--- src/udc_consts.svh ---
// Constants for the cascadable 4-bit up/down counter
`ifndef UDC_CONSTS_SVH
`define UDC_CONSTS_SVH

`define UDC_CNT_W 4
`define UDC_CNT_MAX 4'hF
`define UDC_CNT_ZERO 4'h0
`define UDC_CNT_STEP 4'h1
`define UDC_CNT_RESET 4'h0
`define UDC_PINS_W 8
// Preset load high, inhibit high, clock low: a quiet pin state
`define UDC_PINS_RESET 8'h0C
`define UDC_TC_RESET 1'b0
`define UDC_RC_RESET 1'b1

`endif

--- src/udc_pkg.sv ---
// Types shared by the cascadable up/down counter
`default_nettype none
package udc_pkg;

	typedef struct packed
	{
		logic [3:0] preset_value;
		logic preset_load_n;
		logic count_inhibit;
		logic direction_sel;
		logic count_clock;
	} udc_pins_t;

	typedef enum logic [1:0] {UDC_HOLD, UDC_UP, UDC_DOWN, UDC_PRESET} udc_mode_t;

endpackage
`default_nettype wire

--- src/udc_counter.sv ---
// Cascadable 4-bit up/down counter with terminal flag and ripple carry
`timescale 1ns/100ps
`include "udc_consts.svh"
`default_nettype none
module udc_counter
(
	// Clock and reset
	input wire logic clk_sys,
	input wire logic rstn,
	// Counter pins from the driving logic
	input wire logic count_clock,
	input wire logic preset_load_n,
	input wire logic count_inhibit,
	input wire logic direction_sel,
	input wire logic [3:0] preset_value,
	// Counter outputs
	output logic [3:0] count_value,
	output logic terminal_flag,
	output logic carry_pulse_n
);

	// ----------------------------------------
	// Pin synchronisers
	// ----------------------------------------
	udc_pkg::udc_pins_t pins_in;
	logic [`UDC_PINS_W-1:0] s1_reg, s2_reg, s3_reg;
	logic [`UDC_PINS_W-1:0] stab_bits_reg, stab_bits_next;
	udc_pkg::udc_pins_t stab_reg, stab_next;

	assign pins_in = '{preset_value: preset_value, preset_load_n: preset_load_n,
		count_inhibit: count_inhibit, direction_sel: direction_sel, count_clock: count_clock};

	// A pin level is accepted only once the second and third stages agree
	// Costs four clk_sys cycles of latency; a pin pulse shorter than two cycles may be lost
	genvar gi;
	generate
		for (gi = 0; gi < `UDC_PINS_W; gi++)
		begin : g_filt
			assign stab_bits_next[gi] = (s2_reg[gi] == s3_reg[gi]) ? s3_reg[gi] : stab_bits_reg[gi];
		end
	endgenerate

	assign stab_reg = udc_pkg::udc_pins_t'(stab_bits_reg);
	assign stab_next = udc_pkg::udc_pins_t'(stab_bits_next);

	always_ff @(posedge clk_sys or negedge rstn)
	begin
		if (!rstn)
		begin
			s1_reg <= `UDC_PINS_RESET;
			s2_reg <= `UDC_PINS_RESET;
			s3_reg <= `UDC_PINS_RESET;
			stab_bits_reg <= `UDC_PINS_RESET;
		end
		else
		begin
			s1_reg <= pins_in;
			s2_reg <= s1_reg;
			s3_reg <= s2_reg;
			stab_bits_reg <= stab_bits_next;
		end
	end

	// ----------------------------------------
	// Terminal decode
	// ----------------------------------------
	function automatic logic tc_decode(input logic [3:0] cnt, input logic down);
		tc_decode = down ? (cnt == `UDC_CNT_ZERO) : (cnt == `UDC_CNT_MAX);
	endfunction

	// ----------------------------------------
	// Count state
	// ----------------------------------------
	logic [3:0] count_reg, count_next;
	logic tc_reg, tc_next;
	logic rc_n_reg, rc_n_next;
	logic clk_rise;
	udc_pkg::udc_mode_t mode;

	// Mode comes from the filtered pins only, so no half-settled pin can steer the count
	assign clk_rise = stab_next.count_clock && !stab_reg.count_clock;

	always_comb
	begin
		// Preset is level driven and needs no clock edge
		if (!stab_next.preset_load_n)
			mode = udc_pkg::UDC_PRESET;
		else if (stab_next.count_inhibit || !clk_rise)
			mode = udc_pkg::UDC_HOLD;
		else if (stab_next.direction_sel)
			mode = udc_pkg::UDC_DOWN;
		else
			mode = udc_pkg::UDC_UP;
		unique case (mode)
			udc_pkg::UDC_PRESET: count_next = stab_next.preset_value;
			udc_pkg::UDC_UP: count_next = count_reg + `UDC_CNT_STEP;
			udc_pkg::UDC_DOWN: count_next = count_reg - `UDC_CNT_STEP;
			udc_pkg::UDC_HOLD: count_next = count_reg;
		endcase
		// Flag follows count and direction alone; it holds while both hold
		tc_next = tc_decode(count_next, stab_next.direction_sel);
		// Low only through the clock's low phase with everything enabled
		rc_n_next = !(!stab_next.count_clock && !stab_next.count_inhibit
			&& tc_next && stab_next.preset_load_n);
	end

	always_ff @(posedge clk_sys or negedge rstn)
	begin
		if (!rstn)
		begin
			count_reg <= `UDC_CNT_RESET;
			tc_reg <= `UDC_TC_RESET;
			rc_n_reg <= `UDC_RC_RESET;
		end
		else
		begin
			count_reg <= count_next;
			tc_reg <= tc_next;
			rc_n_reg <= rc_n_next;
		end
	end

	// Outputs come straight from registers, so the flag carries no decoding spikes
	assign count_value = count_reg;
	assign terminal_flag = tc_reg;
	assign carry_pulse_n = rc_n_reg;
endmodule
`default_nettype wire

--- config.mk ---
export PLATFORM = sky130hd
export DESIGN_NAME = udc_counter
export DESIGN_NICKNAME = d
export VERILOG_FILES = /design/src/udc_pkg.sv /design/src/udc_counter.sv
export VERILOG_INCLUDE_DIRS = /design/src
export SDC_FILE = /design/constraint.sdc
export NUM_CORES = 1
export LEC_CHECK = 0
export BUFFER_PORTS_ARGS = -buffer_cell sky130_fd_sc_hd__buf_2
export CORE_MARGIN = 8
export CORE_UTILIZATION = 52
export CTS_BUF_LIST = sky130_fd_sc_hd__clkbuf_2
export DETAILED_ROUTE_END_ITERATION = 7
export GPL_TIMING_DRIVEN = 0
export PLACE_DENSITY = 0.82
export SLEW_MARGIN = 25
export SYNTH_ARGS = -nofsm -noshare
export SYNTH_HDL_FRONTEND = slang
export SYNTH_SLANG_ARGS = --single-unit
--- constraint.sdc ---
create_clock -name clk_sys -period 3.15 [get_ports clk_sys]
set_input_delay 0.63 -clock clk_sys [delete_from_list [all_inputs] [get_ports clk_sys]]
set_output_delay 0.63 -clock clk_sys [all_outputs]
set_load 0.01 [all_outputs]
* After elaboration in Yosys (flattened, before gate mapping)
Index checks and enable logic that the tools add are counted.
Word-level totals: word-level logic and storage cells 46, output and inout port bits 6, bits in registers 38
Cells by class: reduce and logical (&&, ||, !) cells 12, multiplexer cells 13, add/sub/neg operators 2, equality and inequality tests 12
Operators with widths (count):
- 4-bit case mux with 4 select lines | 1
- 1-bit two-way mux | 9
- 1-bit equality test | 8
- 2-bit two-way mux | 3
- 1-bit logical NOT | 5
- 4-bit by 1-bit adder with 4-bit output (second input constant) | 1
- 2-bit equality test (second input constant) | 2
- 4-bit equality test (second input constant) | 1
- 1-bit logical AND | 4
- 4-bit logical NOT | 1
- 4-bit by 1-bit subtractor with 4-bit output (second input constant) | 1
- 2-bit by 1-bit equality test with 1-bit output (second input constant) | 1
- 2-bit logical NOT | 1
- 1-bit logical OR | 1

* Longest topological paths before layout
Gate-level depths: netlist (run 1).
word-level depth 14, depth in mapped cells 12, depth with buffers taken out 11

* Worst setup path before layout (run 1)
Ideal clock, no wire load.
path kind reg-to-reg, start point reg stab_bits_reg[2], end point reg tc_reg (netlist: terminal_flag), setup slack 0.333 ns, stages on the path, launching flop included 11, setup time 0.125 ns, clock period less this slack 2.817 ns, arrival time 2.692 ns, cell sequence dfstp_2 > maj3_2 > or3_1 > o21a_1 > ha_1 > ha_1 > a21oi_1 > and4_4 > nor3_4 > and4_1 > mux2_2
On the way: cells in the longest elaborated chain, start to end 8, elaborated cells between the ends (all ways) 12
RTL lines:
- from (decl) | line udc_counter.sv:27 | logic [`UDC_PINS_W-1:0] stab_bits_reg, stab_bits_next;
- from (signal assigned) | line udc_counter.sv:53 | stab_bits_reg <= `UDC_PINS_RESET;
- from (signal assigned) | line udc_counter.sv:60 | stab_bits_reg <= stab_bits_next;
- 1-bit two-way mux (*) | line udc_counter.sv:39 | assign stab_bits_next[gi] = (s2_reg[gi] == s3_reg[gi]) ? s3_reg[gi] : stab_bits_reg[gi];
- net stab_bits_next[2] | line udc_counter.sv:27
- 1-bit logical OR (*) | line udc_counter.sv:88 | else if (stab_next.count_inhibit || !clk_rise)
- 2-bit two-way mux (*) | line udc_counter.sv:88
- 2-bit two-way mux (*) | line udc_counter.sv:86 | if (!stab_next.preset_load_n)
- 2-bit equality test (tied with other cells) | line udc_counter.sv:94 | unique case (mode)
- 4-bit case mux with 4 select lines (*) | line udc_counter.sv:94
- net count_next[3] | line udc_counter.sv:74 | logic [3:0] count_reg, count_next;
- 4-bit equality test (no source line) or 4-bit logical NOT (tied branches)
- 1-bit two-way mux (*) | line udc_counter.sv:68 | tc_decode = down ? (cnt == `UDC_CNT_ZERO) : (cnt == `UDC_CNT_MAX);
- net tc_next | line udc_counter.sv:75 | logic tc_reg, tc_next;
- to (signal assigned) | line udc_counter.sv:112 | tc_reg <= `UDC_TC_RESET;
- to (signal assigned) | line udc_counter.sv:118 | tc_reg <= tc_next;
- to (decl) | line udc_counter.sv:75
The timed path passes the listed nets; every way through them passes the cells marked *.

* Worst setup path after layout (run 1)
Ends and elaborated chain as after synthesis.

==> qor.yml, run 1 <==
max-slew-margin-rel_pct: 48.68
stdcell_count: 147
grt_util_met3_pct: 4.583
startpoint: "stab_bits_reg[2]"
grt_first_pass_wirelength_microns: 3795
gr-total-overflow: 0
worstPathArrival_ps: 3300
critPathSlowestCell: "dfstp_2"
io_buffer_count: 15
clk_pin_slew_worst_paths_ps: 170
viasPerCell: 5.279
yosys.area_share.simple_pct: 7.726
cp_max_fo: 4
yosysTopAreaCellShare_pct: 51.51
start_kind: "flip-flop"
gp_congestion: 0.7328
p_total_mw: 1.084
synth_top_family_by_area: "adder cells"
min_period_ps: 3025
grtUsageMet2_pct: 17.47
cp_cell_sequence: "maj3_2 > or3_4 > o21a_1 > ha_2 > ha_1 > a21oi_1 > a211oi_2 > nor3_4 > and4_1 > mux2_2"
area_growth_pct: 12.17
syn_avg_cell_area_sq_um: 15.15
peakVddDrop_uv: 469.5
floorplan.initialDensity_pct: 52.91
rsz0062_at_grt: "false"
clockBufferDepth: 2
grtUsageMet1_pct: 12.32
place_inst: 139
synth_compound_area_share_pct: 9.591
critPathCaptureType: "flip-flop"
yosysTopAreaCell: "dfrtp_1"
netlist_area_sq_um: 1409
ys_ff_latch: 38
drive_gt1_share_pct: 41.38
power.density_nw_per_um2: 686.0
die_width_microns: 68.05
synthCells: 93
critPathBufInv: 0
p_leak_nw: 0.7077
rows: 19
dpl_cell_area_sq_um: 1523
tns_ps: 0
clock.fmax_ghz: 0.3305
synth_enable_flop_cells: 0
cts_tree: "done"
cts-root-buf: "clkbuf_2"
vias: 776
antenna_cells: 0
core_area_sq_um: 2663
crit_family: "adder cells"
wire_per_inst_microns: 14.53
status: "completed"
ys_warn_count: 0
cts-buffers-inserted: 5
fin_crit_sh_pct: 96.05
drt_iter0_drc: 27
antenna_found_initial: 0
busiest_layer: "met2"
syn-num-nets: 109
synth.area.top_cells: "dfrtp_1 52%, dfstp_2 17%, ha_1 4.4%"
r2r_start: "stab_bits_reg[2]"
grtUsageTotal_pct: 11.11
fin_worst_skew_ps: 17.29
min_path_type: "in2async"
hold_ws_ps: 305.4
yosys_most_used_dff: "dfrtp_1"
synth_xor_xnor_area_share_pct: 1.243
detail-route-antenna-nets: 0
maxCapViolations: 0
worst_skew_pair.late_latency_ps: 370
drv_slew: 0
dp_hpwl_microns: 1558
muxShareOfSynthArea_pct: 0.7993
grt_max_degree: 39
finalSetupViolations: 0
ios: 16
final-hold-violation-count: 0
nNetsFinal: 131
ys_types: 34
worstPathRequired_ps: 3430
drc_errors: 0
die_y_microns: 68.05
critPathMaxStageDelay_ps: 410
grt_pass1_vias: 862
critPathKind: "reg2reg"
stdcell_area_sq_um: 1580
worstMarginPinSlew_ps: 769.8
async_flop_share_pct: 100.0
synth-adder-area-share_pct: 10.48
die_area_sq_um: 4631
yosysSeqAreaShare_pct: 68.29
h-tree-depth: 2
cts_num_sinks: 38
wirelength_microns: 2136
first_pass_iters: 4
## cells by family (layout without fill, tap and decap cells)
| logic type | count (synthesis) | count (layout) |
|---|---|---|
| xor+xnor | 2 | 2 |
| compound gates | 18 | 18 |
| buf+inv | 5 | 28 |
| flops | 38 | 38 |
| fa+ha+maj | 12 | 12 |
| mux | 1 | 1 |
| simple gates | 17 | 17 |
## final cells by class
cell class / count / area, sq um
multi-input combinational: 50 / 439.2
sequential: 38 / 962.2
inverter: 4 / 15.01
fill: 223 / 1082
tap: 31 / 38.79
buffer: 1 / 11.26
clock inverter: 2 / 8.758
clock buffer: 6 / 30.03
timing repair buffer: 15 / 75.07
## where the power goes
group | internal [mW] | switching (mW)
logic | 0.139 | 0.158
clock network | 0.0546 | 0.143
registers | 0.547 | 0.0418
## path summary, 6_finish.rpt
kind                                       end  cells after the start  slack [ps]
worst max-delay path             terminal_flag                     10         120
worst min-delay path            count_value[3]                      1         310
worst max register to register   terminal_flag                     10         120
worst min register to register       s2_reg[6]                      0         370
max in group asynchronous            s1_reg[4]                      1        2360
min in group clk_sys                 s1_reg[2]                      1         330
## per-layer routing
metal	wire length [microns]	up-vias
met5	0	-
met1	895	378
li1	-	371
met3	146	8
met2	1019	19
met4	74	0
## worst reg2reg max path, cell delays in order (launching register included)
cell	delay, ps
dfstp_2	410
maj3_2	330
or3_4	400
o21a_1	220
ha_2	230
ha_1	340
a21oi_1	110
a211oi_2	340
nor3_4	100
and4_1	180
mux2_2	270
## Yosys cell counts, drive strengths merged (2+ instances only)
library cell and n:
dfrtp 29, and4 2, maj3 6, a21oi 3
nand2 5, xnor2 2, o21ai 4, a21o 3
ha 5, nor2b 2, o21a 2, dfstp 9
nor3 3, inv 4
## cells in the final DEF, fill, tap and decap left out, types with 2 or more instances in the layout
| cell | Yosys | final |
|---|---|---|
| a21o_2 | 2 | 2 |
| a21oi_1 | 3 | 3 |
| buf_2 | 0 | 15 |
| clkbuf_2 | 0 | 6 |
| dfrtp_1 | 29 | 29 |
| dfstp_2 | 9 | 9 |
| ha_1 | 5 | 4 |
| inv_1 | 3 | 3 |
| maj3_1 | 2 | 2 |
| maj3_2 | 4 | 4 |
| nand2_1 | 5 | 5 |
| nor2b_1 | 2 | 2 |
| nor3_1 | 2 | 2 |
| o21a_1 | 2 | 2 |
| o21ai_0 | 3 | 3 |
| xnor2_1 | 2 | 2 |
## repair_timing
item | 4_1_cts | 5_1_grt
buffers inserted | 0 | 0
hold buffers | 0 | 0
gates resized for setup | 0 | 4
setup endpoints to repair | 0 | 2
## metrics by stage
stage	setup slack, ps	utilization (%)
global route	23.63	59.35
CTS	5.330	58.65
floorplan	333.0	-
detailed placement	44.37	57.19
finish	124.6	59.35
global placement	184.3	57.19
(Power assumes the default switching activity.)
==> run 2: changes to the inputs <==
- CORE_UTILIZATION: 52 -> 50
- PLACE_DENSITY: 0.82 -> 0.8
- SLEW_MARGIN: 25 -> not set
==> run 2 against run 1 <==
Compared with the run above:
- die area increased by 3.1%
- routed wire length is 4.5% lower
- flip-flop and latch count did not move
- combinational power about the same
- fmax grew 2.1%
- cell count unchanged
- critical endpoint unchanged
- critical path type unchanged
==> qor.yml, run 2 (synthesis results as in run 1) <==
status: "completed"
seqCellArea_sq_um: 962.2  # unchanged
finalSetupViolations: 0  # unchanged
worstReg2RegEnd: "terminal_flag"
antenna_found_initial: 0  # unchanged
r2r_start: "stab_bits_reg[2]"
worstMarginPinSlew_ps: 772.9  # +3.158 ps
worst_skew_pair.late_latency_ps: 380  # about the same
startpoint: "stab_bits_reg[2]"
cts-root-buf: "clkbuf_2"
stdcell_count: 147  # unchanged
post_cts_buffers: 0  # unchanged
final_common_cell: "dfrtp_1"
antenna_cells: 0  # unchanged
fin_worst_skew_ps: 19.47  # +2.183 ps
clk_pin_slew_worst_paths_ps: 180  # about the same
worstPathArrival_ps: 3250  # -50 ps
grt_max_degree: 39  # unchanged
maxCapViolations: 0  # unchanged
wire_per_inst_microns: 13.88  # -4.5%
dp_hpwl_microns: 1495  # -4.0%
final_cell_mix: "29 x dfrtp_1, 15 x buf_2, 9 x dfstp_2"
drive_gt1_share_pct: 41.38  # unchanged
power.density_nw_per_um2: 687.7  # +0.25%
clock.fmax_ghz: 0.3374  # +2.1%
cp_cell_sequence: "maj3_2 > or3_1 > o21a_1 > ha_2 > fa_1 > nand2b_1 > a32oi_1 > a211o_2 > nor3_1 > mux2_2"
cts_hold_buf: 0  # unchanged
drv_slew: 0  # unchanged
tns_ps: 0  # unchanged
critPathKind: "reg2reg"
floorplan.initialDensity_pct: 51.99  # -0.93 points
critPathBufInv: 0  # unchanged
nNetsFinal: 131  # unchanged
p_leak_nw: 0.7056  # -0.30%
clockBufferDepth: 2  # unchanged
gp_congestion: 0.7868  # +7.4%
r2r_setup_slack_ps: 190  # +60 ps
h-tree-depth: 2  # unchanged
grt_pass1_vias: 862  # unchanged
crit_family: "adder cells"
die_area_sq_um: 4772  # +3.1%
grt_first_pass_wirelength_microns: 3719  # -2.0%
rows: 19  # unchanged
grtUsageTotal_pct: 9.704  # -1.4 points
gr-total-overflow: 0  # unchanged
critPathCaptureType: "flip-flop"
place_inst: 139  # unchanged
drt_iter0_drc: 37  # +37%
ios: 16  # unchanged
fill_cells: 227  # +1.8%
wirelength_microns: 2040  # -4.5%
reg2reg_depth: 10  # unchanged
peakVddDrop_uv: 420.4  # -10%
cts_num_sinks: 38  # unchanged
cp_max_fo: 4  # unchanged
area_growth_pct: 11.55
detail-route-antenna-nets: 0  # unchanged
worstPathRequired_ps: 3440  # about the same
die_y_microns: 69.08  # +1.5%
critPathMaxStageDelay_ps: 490  # +80 ps
fin_crit_sh_pct: 94.09  # -2.0 points
core_area_sq_um: 2710  # +1.8%
viasPerCell: 5.286  # +0.13%
final_util_pct: 57.99  # -1.4 points
rsz0062_at_grt: "false"
drc_errors: 0  # unchanged
final-hold-violation-count: 0  # unchanged
max-slew-margin-rel_pct: 48.47  # -0.21 points
min_path_type: "in2async"
io_buffer_count: 15  # unchanged
min_period_ps: 2964  # -61.61 ps
multiInputGateArea_sq_um: 430.4  # -2.0%
vias: 777  # +0.13%
cts-buffers-inserted: 5  # unchanged
first_pass_iters: 4  # unchanged
cts_tree: "done"
cts_resized: 0  # unchanged
critPathSlowestCell: "fa_1"
start_kind: "flip-flop"
die_width_microns: 69.08  # +1.5%
==> run 2: worst max-delay path by stage <==
stage                    endpoint  slack (ps)  cells after the start
finish              terminal_flag         190                     10
global route        terminal_flag          40                     10
CTS                 terminal_flag          50                     10
detailed placement  terminal_flag          70                     10
global placement    terminal_flag         180                     10
floorplan           terminal_flag         330                     10
==> run 2: where the power goes <==
group	switching, mW	total (mW)	internal, mW
registers	0.0401	0.587	0.547
clock network	0.143	0.197	0.0545
logic	0.156	0.296	0.140
total	0.339	1.08	0.742
==> run 2: area by class of cell <==
| type | instances | area share, % |
|---|---|---|
| multi-input cells | 50 | 27.39 |
| inverters | 4 | 0.9554 |
| flip-flops and latches | 38 | 61.23 |
| clock inverters | 2 | 0.5573 |
| clock buffers | 6 | 1.911 |
| well taps | 31 | 2.468 |
| plain buffers | 1 | 0.7166 |
| repair buffers | 15 | 4.777 |
==> run 2: metrics by stage <==
step	area (sq um)	worst slack, ps	hold WS [ps]	power (mW)
finish	1572	186.2	300.1	1.081
floorplan	1409	333.0	331.2	0.7989
CTS	1562	45.62	306.5	1.092
global route	1572	37.23	284.1	1.163
detailed placement	1523	73.40	334.7	0.8885
global placement	1523	183.1	331.7	0.8715
==> run 2: layer usage <==
| layer | GRT usage (%) | routed length [microns] | vias up | share of wire (%) |
|---|---|---|---|---|
| li1 | - | - | 373 | - |
| met3 | 5.436 | 136 | 7 | 6.7 |
| met5 | 0 | 0 | - | 0 |
| met4 | 6.150 | 67 | 0 | 3.3 |
| met1 | 9.956 | 872 | 378 | 43 |
| met2 | 14.96 | 964 | 19 | 47 |
